### src/sbc_pkg.sv
// Shared constants and types for the serial control and status link.
//------------------------------------------------------------------
//------------------------------------------------------------------
package sbc_pkg;
  localparam int WORD_W = 16;
  localparam int MON_N = 5;
  // Control word layout
  localparam int MODE_LSB = 0;
  localparam int MODE_W = 3;
  localparam int CFG_SEL_LSB = 3;
  localparam int CFG_SEL_W = 2;
  localparam int CFG_LSB = 5;
  localparam int CYC_CODE_W = 5;
  localparam int CYC_UNUSED_LSB = 10;
  localparam int WD_CODE_W = 6;
  localparam int WD_ZERO_BIT = 11;
  localparam int WD_UNUSED_LSB = 12;
  localparam int UNUSED_MSB = 13;
  localparam int WD_STOP_BIT = 15;
  localparam int SW_SUPPLY_BIT = 5;
  localparam int SW_LED_BIT = 6;
  localparam int SW_LS1_BIT = 8;
  localparam int SW_LS2_BIT = 9;
  localparam logic [1:0] CFG_GENERAL = 2'h0;
  localparam logic [1:0] CFG_SWITCH = 2'h1;
  localparam logic [1:0] CFG_CYCLIC = 2'h2;
  localparam logic [1:0] CFG_WATCHDOG = 2'h3;
  // Mode codes; standby uses a reserved code internally
  localparam logic [2:0] MODE_STANDBY = 3'h0;
  localparam logic [2:0] MODE_ACT_BUS_SLEEP = 3'h2;
  localparam logic [2:0] MODE_ACTIVE = 3'h3;
  localparam logic [2:0] MODE_SLEEP = 3'h4;
  localparam logic [2:0] MODE_RX_ONLY = 3'h6;
  localparam logic [2:0] MODE_STOP = 3'h7;
  // Status word layout
  localparam int ST_PREWARN = 0;
  localparam int ST_LED = 1;
  localparam int ST_VINT = 2;
  localparam int ST_LS = 3;
  localparam int ST_WDR = 4;
  localparam int ST_MON_LSB = 5;
  localparam int ST_BUS = 11;
  localparam int ST_VBAT_UV = 12;
  localparam int ST_VBAT_OV = 13;
  localparam int ST_SUPPLY = 14;
  localparam int ST_VS_UV = 15;
  // Timing
  localparam int PERIOD_STEP_MS = 16;
  localparam int CLK_MHZ = 100;
  localparam int CYCLES_PER_MS = CLK_MHZ * 1000;
  localparam int VMON_STARTUP_US = 100;
  localparam int VMON_STARTUP_CYCLES = VMON_STARTUP_US * CLK_MHZ;
  localparam int SCLK_HALF_CYCLES = 4;
  // Controller register map
  localparam logic [11:0] OFS_TX = 12'h000;
  localparam logic [11:0] OFS_RX = 12'h004;
  localparam logic [11:0] OFS_STAT = 12'h008;
  localparam logic [11:0] OFS_ERR = 12'h00c;
  localparam int STAT_BUSY = 0;
  localparam int STAT_DONE = 1;
  localparam int STAT_VS_CONFIRM = 2;
  localparam int STAT_DEV_ERR = 3;
  localparam int ERR_DRIVE = 0;

  typedef enum logic [1:0] {
    H_IDLE = 2'b00,
    H_LEAD = 2'b01,
    H_RUN = 2'b10,
    H_TAIL = 2'b11
  } host_state_t;
endpackage

### src/sbc_link_if.sv
// Serial link and error interconnect between controller and device.
`timescale 1ns/1ps
interface sbc_link_if;
  logic sclk;
  logic cs_n;
  logic mosi;
  logic miso;
  logic mcu_err;
  logic dev_err;

  modport device (
    input sclk,
    input cs_n,
    input mosi,
    input mcu_err,
    output miso,
    output dev_err
  );

  modport host (
    output sclk,
    output cs_n,
    output mosi,
    output mcu_err,
    input miso,
    input dev_err
  );
endinterface

### src/spi_shift.sv
// Parallel-load shift register, least significant bit leaves first.
`timescale 1ns/1ps
module spi_shift import sbc_pkg::*; #(
  parameter int W = WORD_W
) (
  // Clock and reset
  input wire logic pclk,
  input wire logic presetn,
  // Control
  input wire logic load,
  input wire logic [W-1:0] load_val,
  input wire logic shift,
  input wire logic din,
  // Contents
  output logic [W-1:0] q
);
  typedef struct packed {
    logic [W-1:0] data;
  } shift_state_t;

  shift_state_t s;
  shift_state_t n;

  always_comb begin
    n = s;
    if (load) begin
      n.data = load_val;
    end else if (shift) begin
      n.data = {din, s.data[W-1:1]};
    end
  end

  always_ff @(posedge pclk or negedge presetn) begin
    if (!presetn) begin
      s <= '0;
    end else begin
      s <= n;
    end
  end

  assign q = s.data;
endmodule

### src/sbc_device_end.sv
// Device end: control word decode, status word and protection latches.
`timescale 1ns/1ps
module sbc_device_end import sbc_pkg::*; #(
  parameter int MS_CYC = CYCLES_PER_MS,
  parameter int VMON_CYC = VMON_STARTUP_CYCLES
) (
  // Clock and reset
  input wire logic pclk,
  input wire logic presetn,
  // Serial link
  sbc_link_if.device lnk,
  // Fault and supply inputs
  input wire logic vcc_prewarn,
  input wire logic led_fault,
  input wire logic ls_fault,
  input wire logic supply_fault,
  input wire logic vint_uv,
  input wire logic bus_fail,
  input wire logic vbat_uv,
  input wire logic vbat_ov,
  input wire logic vs_uv,
  input wire logic reg_overtemp,
  input wire logic vcc_below_rt,
  input wire logic vcc_current_low,
  input wire logic wd_fail,
  // Monitor and wake inputs
  input wire logic [MON_N-1:0] monitor_level,
  input wire logic [MON_N-1:0] monitor_wake,
  input wire logic bus_wake,
  // Decoded settings and controls
  output logic [2:0] mode,
  output logic cyclic_enable,
  output logic [9:0] cyclic_period_ms,
  output logic wd_period_valid,
  output logic [10:0] wd_period_ms,
  output logic wd_enabled,
  output logic [1:0] low_side_switches,
  output logic high_side_lamp_driver,
  output logic supply_on,
  output logic main_regulator,
  output logic reset_out_n
);
  localparam int DIV_W = $clog2(MS_CYC + 1);
  localparam int VMON_W = $clog2(VMON_CYC + 1);

  typedef struct packed {
    logic sclk_q;
    logic cs_q;
    logic in_frame;
    logic [4:0] nbits;
    logic miso;
    logic [2:0] mode;
    logic wd_stop_cfg;
    logic [CYC_CODE_W-1:0] cyc_code;
    logic [WD_CODE_W-1:0] wd_code;
    logic supply_en;
    logic led_en;
    logic [1:0] ls_en;
    logic prewarn;
    logic led_f;
    logic ls_f;
    logic supply_f;
    logic wdr;
    logic vint_ok;
    logic vbat_uv;
    logic vbat_ov;
    logic vs_uv;
    logic vs_uv_prev;
    logic snap_vs;
    logic [MON_N-1:0] wake_mon;
    logic wake_bus;
    logic wake_cyc;
    logic woke;
    logic [DIV_W-1:0] ms_div;
    logic [9:0] ms_cnt;
    logic [VMON_W-1:0] vmon_cnt;
    logic vmon_ready;
    logic reg_on;
    logic rst_out_n;
    logic wd_en;
  } dev_state_t;

  dev_state_t s;
  dev_state_t n;
  logic [WORD_W-1:0] sh_q;
  logic sel;
  logic sclk_rise;
  logic sclk_fall;
  logic cs_fall;
  logic frame_end;
  logic mon_active;
  logic vmon_valid;
  logic power_saving;
  logic [9:0] cyc_ms;
  logic [WORD_W-1:0] status_now;

  assign sel = ~lnk.cs_n;
  assign sclk_rise = lnk.sclk & ~s.sclk_q;
  assign sclk_fall = ~lnk.sclk & s.sclk_q;
  assign cs_fall = sel & s.cs_q;
  assign frame_end = lnk.cs_n & s.in_frame;
  assign mon_active = (s.mode == MODE_ACTIVE) || (s.mode == MODE_ACT_BUS_SLEEP) ||
                      (s.mode == MODE_RX_ONLY);
  assign vmon_valid = mon_active & s.vmon_ready;
  assign power_saving = (s.mode == MODE_SLEEP) || (s.mode == MODE_STOP);
  assign cyc_ms = 10'(s.cyc_code) * 10'(PERIOD_STEP_MS);

  //------------------------------------------------------------------
  // Status word
  //------------------------------------------------------------------
  function automatic logic [WORD_W-1:0] build_status(input dev_state_t st,
                                                     input logic valid,
                                                     input logic [MON_N-1:0] lvl,
                                                     input logic bfail);
    logic [WORD_W-1:0] w;
    w = '0;
    w[ST_PREWARN] = st.prewarn;
    w[ST_LED] = st.led_f;
    w[ST_VINT] = st.vint_ok;
    w[ST_LS] = st.ls_f;
    w[ST_WDR] = st.wdr;
    w[ST_SUPPLY] = st.supply_f;
    if (st.woke) begin
      w[ST_MON_LSB +: MON_N] = st.wake_mon;
      w[ST_BUS] = st.wake_bus;
      w[ST_VBAT_UV] = st.wake_cyc;
    end else begin
      w[ST_MON_LSB +: MON_N] = lvl;
      w[ST_BUS] = bfail;
      w[ST_VBAT_UV] = st.vbat_uv & valid;
      w[ST_VBAT_OV] = st.vbat_ov & valid;
      w[ST_VS_UV] = st.vs_uv & st.vs_uv_prev & valid;
    end
    return w;
  endfunction

  // One copy of the word feeds both the first bit and the shifter load
  assign status_now = build_status(s, vmon_valid, monitor_level, bus_fail);

  //------------------------------------------------------------------
  // Next state
  //------------------------------------------------------------------
  always_comb begin
    n = s;
    n.sclk_q = lnk.sclk;
    n.cs_q = lnk.cs_n;
    n.reg_on = ~reg_overtemp;
    n.rst_out_n = ~vcc_below_rt;
    n.wd_en = (s.mode == MODE_STOP) ? ~(vcc_current_low & ~s.wd_stop_cfg) : 1'b1;

    // Frame handling: status loaded as the select falls
    if (cs_fall) begin
      n.in_frame = 1'b1;
      n.nbits = '0;
      n.miso = status_now[0];
      n.snap_vs = s.vs_uv;
    end else if (sel) begin
      if (sclk_rise && s.nbits != 5'(WORD_W)) begin
        n.nbits = s.nbits + 5'h01;
      end
      if (sclk_fall) begin
        n.miso = sh_q[0];
      end
    end

    if (frame_end) begin
      n.in_frame = 1'b0;
      n.miso = 1'b0;
      // Read-out clears the latches; sets below still win
      n.prewarn = 1'b0;
      n.wdr = 1'b0;
      n.led_f = 1'b0;
      n.ls_f = 1'b0;
      n.supply_f = 1'b0;
      n.vbat_uv = 1'b0;
      n.vbat_ov = 1'b0;
      n.vs_uv = 1'b0;
      n.vs_uv_prev = s.snap_vs;
      n.vint_ok = 1'b1;
      n.woke = 1'b0;
      n.wake_mon = '0;
      n.wake_bus = 1'b0;
      n.wake_cyc = 1'b0;
      // Short frames are read-outs only; long frames saturate the bit count at 16 and still act as commands
      if (s.nbits == 5'(WORD_W)) begin
        n.mode = sh_q[MODE_LSB +: MODE_W];
        n.wd_stop_cfg = sh_q[WD_STOP_BIT];
        case (sh_q[CFG_SEL_LSB +: CFG_SEL_W])
          CFG_CYCLIC: begin
            n.cyc_code = sh_q[CFG_LSB +: CYC_CODE_W];
          end
          CFG_WATCHDOG: begin
            if (!sh_q[WD_ZERO_BIT] && sh_q[CFG_LSB +: WD_CODE_W] != '0) begin
              n.wd_code = sh_q[CFG_LSB +: WD_CODE_W];
            end
          end
          CFG_SWITCH: begin
            n.supply_en = sh_q[SW_SUPPLY_BIT];
            n.led_en = sh_q[SW_LED_BIT];
            n.ls_en = {sh_q[SW_LS2_BIT], sh_q[SW_LS1_BIT]};
          end
          default: begin
          end
        endcase
      end
    end

    // Cyclic wake timer, stop mode only
    if (s.mode == MODE_STOP && s.cyc_code != '0) begin
      if (s.ms_div == DIV_W'(MS_CYC - 1)) begin
        n.ms_div = '0;
        if (s.ms_cnt + 10'h001 == cyc_ms) begin
          n.ms_cnt = '0;
          n.wake_cyc = 1'b1;
          n.woke = 1'b1;
        end else begin
          n.ms_cnt = s.ms_cnt + 10'h001;
        end
      end else begin
        n.ms_div = s.ms_div + DIV_W'(1);
      end
    end else begin
      n.ms_div = '0;
      n.ms_cnt = '0;
    end

    // Voltage monitor start-up, restarts whenever monitoring stops
    if (!mon_active) begin
      n.vmon_cnt = '0;
      n.vmon_ready = 1'b0;
    end else if (s.vmon_cnt == VMON_W'(VMON_CYC)) begin
      n.vmon_ready = 1'b1;
    end else begin
      n.vmon_cnt = s.vmon_cnt + VMON_W'(1);
    end

    // Wake sources only count while power saving
    if (power_saving && (monitor_wake != '0 || bus_wake)) begin
      n.wake_mon = n.wake_mon | monitor_wake;
      n.wake_bus = n.wake_bus | bus_wake;
      n.woke = 1'b1;
    end

    // Event latches and shutdowns override any command
    if (vcc_prewarn) begin
      n.prewarn = 1'b1;
    end
    if (wd_fail) begin
      n.wdr = 1'b1;
      n.mode = MODE_STANDBY;
    end
    if (led_fault) begin
      n.led_f = 1'b1;
      n.led_en = 1'b0;
    end
    if (ls_fault) begin
      n.ls_f = 1'b1;
      n.ls_en = 2'h0;
    end
    if (lnk.mcu_err) begin
      n.ls_en = 2'h0;
    end
    if (supply_fault) begin
      n.supply_f = 1'b1;
      n.supply_en = 1'b0;
    end
    if (vmon_valid && vbat_uv) begin
      n.vbat_uv = 1'b1;
    end
    if (vmon_valid && vbat_ov) begin
      n.vbat_ov = 1'b1;
    end
    if (vmon_valid && vs_uv) begin
      n.vs_uv = 1'b1;
    end

    // Internal undervoltage wipes every setting and flag
    if (vint_uv) begin
      n = '0;
      n.sclk_q = lnk.sclk;
      n.cs_q = lnk.cs_n;
      n.reg_on = ~reg_overtemp;
      n.wd_en = 1'b1;
    end
  end

  always_ff @(posedge pclk or negedge presetn) begin
    if (!presetn) begin
      s <= '0;
      s.cs_q <= 1'b1;
    end else begin
      s <= n;
    end
  end

  spi_shift #(
    .W(WORD_W)
  ) u_shift (
    .pclk(pclk),
    .presetn(presetn),
    .load(cs_fall),
    .load_val(status_now),
    .shift(sel & sclk_rise),
    .din(lnk.mosi),
    .q(sh_q)
  );

  //------------------------------------------------------------------
  // Outputs
  //------------------------------------------------------------------
  assign lnk.miso = s.miso;
  assign lnk.dev_err = s.ls_f;
  assign mode = s.mode;
  assign cyclic_enable = (s.cyc_code != '0);
  assign cyclic_period_ms = cyc_ms;
  assign wd_period_valid = (s.wd_code != '0);
  assign wd_period_ms = 11'(s.wd_code) * 11'(PERIOD_STEP_MS);
  assign wd_enabled = s.wd_en;
  assign low_side_switches = s.ls_en;
  assign high_side_lamp_driver = s.led_en;
  assign supply_on = s.supply_en;
  assign main_regulator = s.reg_on;
  assign reset_out_n = s.rst_out_n;
endmodule

### src/flat_wrapper.sv
// flat-port wrapper written by rule: the top's interface ports become plain ports
module sbc_device_end_flat import sbc_pkg::*;
#(
  parameter int MS_CYC = CYCLES_PER_MS,
  parameter int VMON_CYC = VMON_STARTUP_CYCLES
)
  (pclk, presetn, vcc_prewarn, led_fault, ls_fault, supply_fault, vint_uv, bus_fail, vbat_uv, vbat_ov, vs_uv, reg_overtemp, vcc_below_rt, vcc_current_low, wd_fail, monitor_level, monitor_wake, bus_wake, mode, cyclic_enable, cyclic_period_ms, wd_period_valid, wd_period_ms, wd_enabled, low_side_switches, high_side_lamp_driver, supply_on, main_regulator, reset_out_n, lnk_sclk, lnk_cs_n, lnk_mosi, lnk_mcu_err, lnk_miso, lnk_dev_err);
  sbc_link_if lnk_i ();
  input wire logic pclk;
  input wire logic presetn;
  input wire logic vcc_prewarn;
  input wire logic led_fault;
  input wire logic ls_fault;
  input wire logic supply_fault;
  input wire logic vint_uv;
  input wire logic bus_fail;
  input wire logic vbat_uv;
  input wire logic vbat_ov;
  input wire logic vs_uv;
  input wire logic reg_overtemp;
  input wire logic vcc_below_rt;
  input wire logic vcc_current_low;
  input wire logic wd_fail;
  input wire logic [MON_N-1:0] monitor_level;
  input wire logic [MON_N-1:0] monitor_wake;
  input wire logic bus_wake;
  output logic [2:0] mode;
  output logic cyclic_enable;
  output logic [9:0] cyclic_period_ms;
  output logic wd_period_valid;
  output logic [10:0] wd_period_ms;
  output logic wd_enabled;
  output logic [1:0] low_side_switches;
  output logic high_side_lamp_driver;
  output logic supply_on;
  output logic main_regulator;
  output logic reset_out_n;
  input wire logic [$bits(lnk_i.sclk)-1:0] lnk_sclk;
  input wire logic [$bits(lnk_i.cs_n)-1:0] lnk_cs_n;
  input wire logic [$bits(lnk_i.mosi)-1:0] lnk_mosi;
  input wire logic [$bits(lnk_i.mcu_err)-1:0] lnk_mcu_err;
  output wire logic [$bits(lnk_i.miso)-1:0] lnk_miso;
  output wire logic [$bits(lnk_i.dev_err)-1:0] lnk_dev_err;
  assign lnk_i.sclk = lnk_sclk;
  assign lnk_i.cs_n = lnk_cs_n;
  assign lnk_i.mosi = lnk_mosi;
  assign lnk_i.mcu_err = lnk_mcu_err;
  assign lnk_miso = lnk_i.miso;
  assign lnk_dev_err = lnk_i.dev_err;
  sbc_device_end #(.MS_CYC(MS_CYC), .VMON_CYC(VMON_CYC)) u_core (.pclk(pclk), .presetn(presetn), .lnk(lnk_i), .vcc_prewarn(vcc_prewarn), .led_fault(led_fault), .ls_fault(ls_fault), .supply_fault(supply_fault), .vint_uv(vint_uv), .bus_fail(bus_fail), .vbat_uv(vbat_uv), .vbat_ov(vbat_ov), .vs_uv(vs_uv), .reg_overtemp(reg_overtemp), .vcc_below_rt(vcc_below_rt), .vcc_current_low(vcc_current_low), .wd_fail(wd_fail), .monitor_level(monitor_level), .monitor_wake(monitor_wake), .bus_wake(bus_wake), .mode(mode), .cyclic_enable(cyclic_enable), .cyclic_period_ms(cyclic_period_ms), .wd_period_valid(wd_period_valid), .wd_period_ms(wd_period_ms), .wd_enabled(wd_enabled), .low_side_switches(low_side_switches), .high_side_lamp_driver(high_side_lamp_driver), .supply_on(supply_on), .main_regulator(main_regulator), .reset_out_n(reset_out_n));
endmodule
### config.mk
export PLATFORM = sky130hd
export DESIGN_NAME = sbc_device_end_flat
export DESIGN_NICKNAME = d
export VERILOG_FILES = /design/src/sbc_pkg.sv /design/src/sbc_link_if.sv /design/src/spi_shift.sv /design/src/sbc_device_end.sv /design/src/flat_wrapper.sv
export SDC_FILE = /design/constraint.sdc
export NUM_CORES = 1
export LEC_CHECK = 0
export ABC_CLOCK_PERIOD_IN_PS = 2600
export BUFFER_PORTS_ARGS = -buffer_cell sky130_fd_sc_hd__clkbuf_2
export CAP_MARGIN = 20
export CELL_PAD_IN_SITES_DETAIL_PLACEMENT = 1
export CELL_PAD_IN_SITES_GLOBAL_PLACEMENT = 2
export CORE_AREA = 10 10 146 148
export DETAILED_ROUTE_END_ITERATION = 7
export DIE_AREA = 0 0 156 158
export GPL_TIMING_DRIVEN = 0
export HOLD_SLACK_MARGIN = 0.12
export PLACE_DENSITY = 0.7
export RECOVER_POWER = 100
export SLEW_MARGIN = 20
export SYNTH_ARGS = -nofsm -noshare
export SYNTH_HDL_FRONTEND = slang
export SYNTH_SLANG_ARGS = --single-unit
### constraint.sdc
create_clock -name pclk -period 2.6 [get_ports pclk]
set_input_delay 0.13 -clock pclk [delete_from_list [all_inputs] [get_ports pclk]]
set_output_delay 0.13 -clock pclk [all_outputs]
set_load 0.1 [all_outputs]
==> summary.md <==
| Metric | Value |
|---|---|
| Synth top area share | `49.2%` |
| Min-delay worst type | `in -> reg` |
| Vias in the first global route | `4,630` |
| Die X | `156 um` |
| Antenna Nets Post-Route | `0` |
| Register area share after synthesis | `49.7%` |
| Main flop type after synthesis | `dfrtp_1` |
| Post-layout min period | `2370 ps` |
| DRT iter0 DRCs | `153` |
| Sequential Area | `2700 um2` |
| Fill cell count | `2,144` |
| WP data arrival | `2580 ps` |
| Ant diodes | `0` |
| CP Max Fanout | `10` |
| Clk_skew | `9.86 ps` |
| Count of final hold-check violations | `0` |
| Clock tree buffer depth | `2` |
| Finished Layout Cells | `879` |
| Slew of the pin with the lowest slew margin | `1210 ps` |
| Commonest non-fill, non-tap cell in the layout | `dfrtp_1` |
| RSZ-0062 raised after global routing | `false` |
| FP Rows | `50` |
| Total GRT Usage | `12.2%` |
| Core box area | `18,500 um2` |
| Skew-Pair Late Insertion Delay | `350 ps` |
| Vias per inst | `4.81` |
| Mapped Area | `5440 um2` |
| Max Cap Viol | `0` |
| Status | `complete, no violations` |
| Worst-path clk slew | `70 ps` |
| Worst Setup Start Kind | `primary input` |
| 1st-pass router iterations | `4` |
| #FFs+latches synth | `108` |
| Cell taking the most area after synthesis | `dfrtp_1` |
| Total number of vias | `4,231` |
| Setup_tns | `0 ps` |
| WHS Endpoint | `u_core.wd_enabled` |
| Most frequent cells in the layout | `dfrtp_1, nor2_1, nand2_1` |
| Worst Reg-to-Reg Cells | `7` |
| Number of synthesized flops with an enable pin | `0` |
| First-pass GRT wire length | `24.2 mm` |
| DRC viols | `0` |
| Clock Root Buffer | `clkbuf_16` |
| Leak Pwr | `2.79 nW` |
| Synth Warn # | `0` |
| Layout cell share with drive strength beyond 1 | `15.5%` |
| Setup crit end kind | `register` |
| CTS tree | `yes` |
| Antenna violations before repair | `0` |
| WL/cell | `16.6 um` |
| Top Ports | `65` |
| H-tree depth | `3` |
| Fmax | `0.422 GHz` |
| Avg Inst Size Synth | `10.0 um2` |
| VDD IR-drop max | `0.000301 V` |
| Chip height | `158 um` |
| Pwr/cell area | `555 nW/um2` |
| Library cells used by synthesis | `61` |
| Area Overhead vs Synth | `19.9%` |
| Initial Util | `29.5%` |
| Hold WS | `171 ps` |
| Final RePlAce weighted congestion | `0.783` |
| Total congestion overflow | `0` |
| Multi-input logic area | `2430 um2` |
| Worst Path Required | `2810 ps` |
| Clock Sinks | `108` |
| Post-DP HPWL | `10.8 mm` |
| Worst Hold Launch | `vint_uv` |
| I/O Buffers | `54` |
| Cells after Synth | `543` |
| Top cells by area, synth | `dfrtp_1, mux2i_1, nor2_1` |
| Fin util | `35.3%` |
| Clock buffers created by TritonCTS | `9` |
| Crit Path Category | `in -> reg` |
| Placed cells | `841` |
| Worst hold stages | `3` |
| FF-to-FF setup slack | `230 ps` |
| # setup viols final | `0` |
| Die area | `24,600 um2` |
| Async set-or-reset flop fraction in the synthesized netlist | `100%` |
| Max Slew Vio Count | `0` |
| Largest net degree at the start of global routing | `90` |
| Final Cycle Share | `91.2%` |
| R2R Path Start | `u_core.mode[2]` |
| Slew headroom | `19.3%` |
| FF-to-FF End | `u_core.s[44]` |
| Final Net Count | `676` |
| Drt total wl | `14.6 mm` |
## cells by family (layout without fill, tap and decap cells)
logic type,count (synthesis),in the layout,synth area share (%)
XOR/XNOR,34,34,5.47
adder cells (fa/ha/maj),6,6,1.38
buffers and inverters,61,154,6.28
other,1,10,0.0689
AO/OA/AOI/OAI,88,88,10.9
multiplexers,33,33,6.30
AND/OR/NAND/NOR,212,212,19.9
flip-flops,108,108,49.7
## synthesized netlist by cell type, types with 2 or more instances
master    number
and2_1         9
a21oi_1       30
clkbuf_1      10
nand2b_1       2
a22o_1         7
xor2_1        22
a32o_1         3
buf_4         28
o21ai_1        2
nand2_2        2
nand3b_1       2
o221ai_1       3
o21ai_0       18
a211oi_1       6
nand3_2        2
dfrtp_1      107
nor4_1         6
xnor2_1       12
nor2b_1        7
buf_1          2
buf_2          6
inv_1         15
nand2_1       48
or4_1          3
nand3_1       16
or3_1         10
ha_1           6
mux2_2        10
and3_1         5
o211ai_1       4
a31oi_1        3
nor3_1        16
nor2_1        60
mux2i_1       23
nand4_1       10
or2_2          3
## metal layers
| layer | track usage, % | routed length [um] |
|---|---|---|
| met2 | 21.2 | 7380 |
| met4 | 4.32 | 218 |
| met5 | 0 | 0 |
| met1 | 14.7 | 6650 |
| met3 | 2.12 | 304 |
## area by class of cell
| type | count | share of cell area (%) |
|---|---|---|
| Clock buffer | 10 | 3.66 |
| Buffer | 46 | 4.28 |
| Inverter | 15 | 0.863 |
| Tap cell | 234 | 4.49 |
| Sequential cell | 108 | 41.4 |
| Clock inverter | 6 | 0.940 |
| Timing Repair Buffer | 77 | 7.13 |
| Multi-Input combinational cell | 383 | 37.2 |
## registers in the layout (all words and copies together) (netlist names)
| signal | count |
|---|---|
| u_core.high_side_lamp_driver | 1 |
| u_core.lnk.dev_err | 1 |
| u_core.low_side_switches | 2 |
| u_core.main_regulator | 1 |
| u_core.u_shift.q | 16 |
| u_core.lnk.miso | 1 |
| u_core.mode | 3 |
| u_core.s | 80 |
| u_core.reset_out_n | 1 |
| u_core.supply_on | 1 |
| u_core.wd_enabled | 1 |
## where the power goes
group	total [mW]	internal [mW]	switching (mW)	leakage, nW
Combinational	0.426	0.120	0.306	1.19
Sequential	1.79	1.73	0.0554	1.46
Clock	1.41	0.772	0.634	0.149
## critical path, stage by stage
cell and delay, ps:
dlygate4sd3_1 530, clkbuf_1 110, buf_2 190, nor3_1 200, clkbuf_1 540, clkbuf_1 530, mux2i_1 260, a21oi_1 90
## worst max-delay path by stage
stage,start,endpoint,cells after the start
3_3_place_gp,presetn,u_core.s[85],1
3_5_place_dp,u_core.mode[2],u_core.s[24],6
4_1_cts,u_core.mode[2],u_core.s[24],6
5_1_grt,lnk_cs_n,u_core.low_side_switches[1],10
2_1_floorplan,u_core.s[78],u_core.s[24],7
6_report,lnk_cs_n,u_core.u_shift.q[9],8
## per-stage QoR
stage | cell area (um2) | setup WS [ps] | total power [mW]
floorplan | 5470 | 303 | 2.09
global placement | 6040 | -248 | 2.22
detailed placement | 6080 | 261 | 2.24
CTS | 6600 | 264 | 3.69
global route | 6520 | 26.9 | 3.79
finish | 6520 | 230 | 3.62
## repair_timing
action | 4_1_cts | 5_1_grt
endpoints found under the hold margin | 134 | 0
gates resized for setup | 0 | 0
endpoints found under the setup margin | 0 | 0
setup buffers | 0 | 0
hold buffers | 22 | 0
No activity file was read; power rests on OpenSTA's default activity.
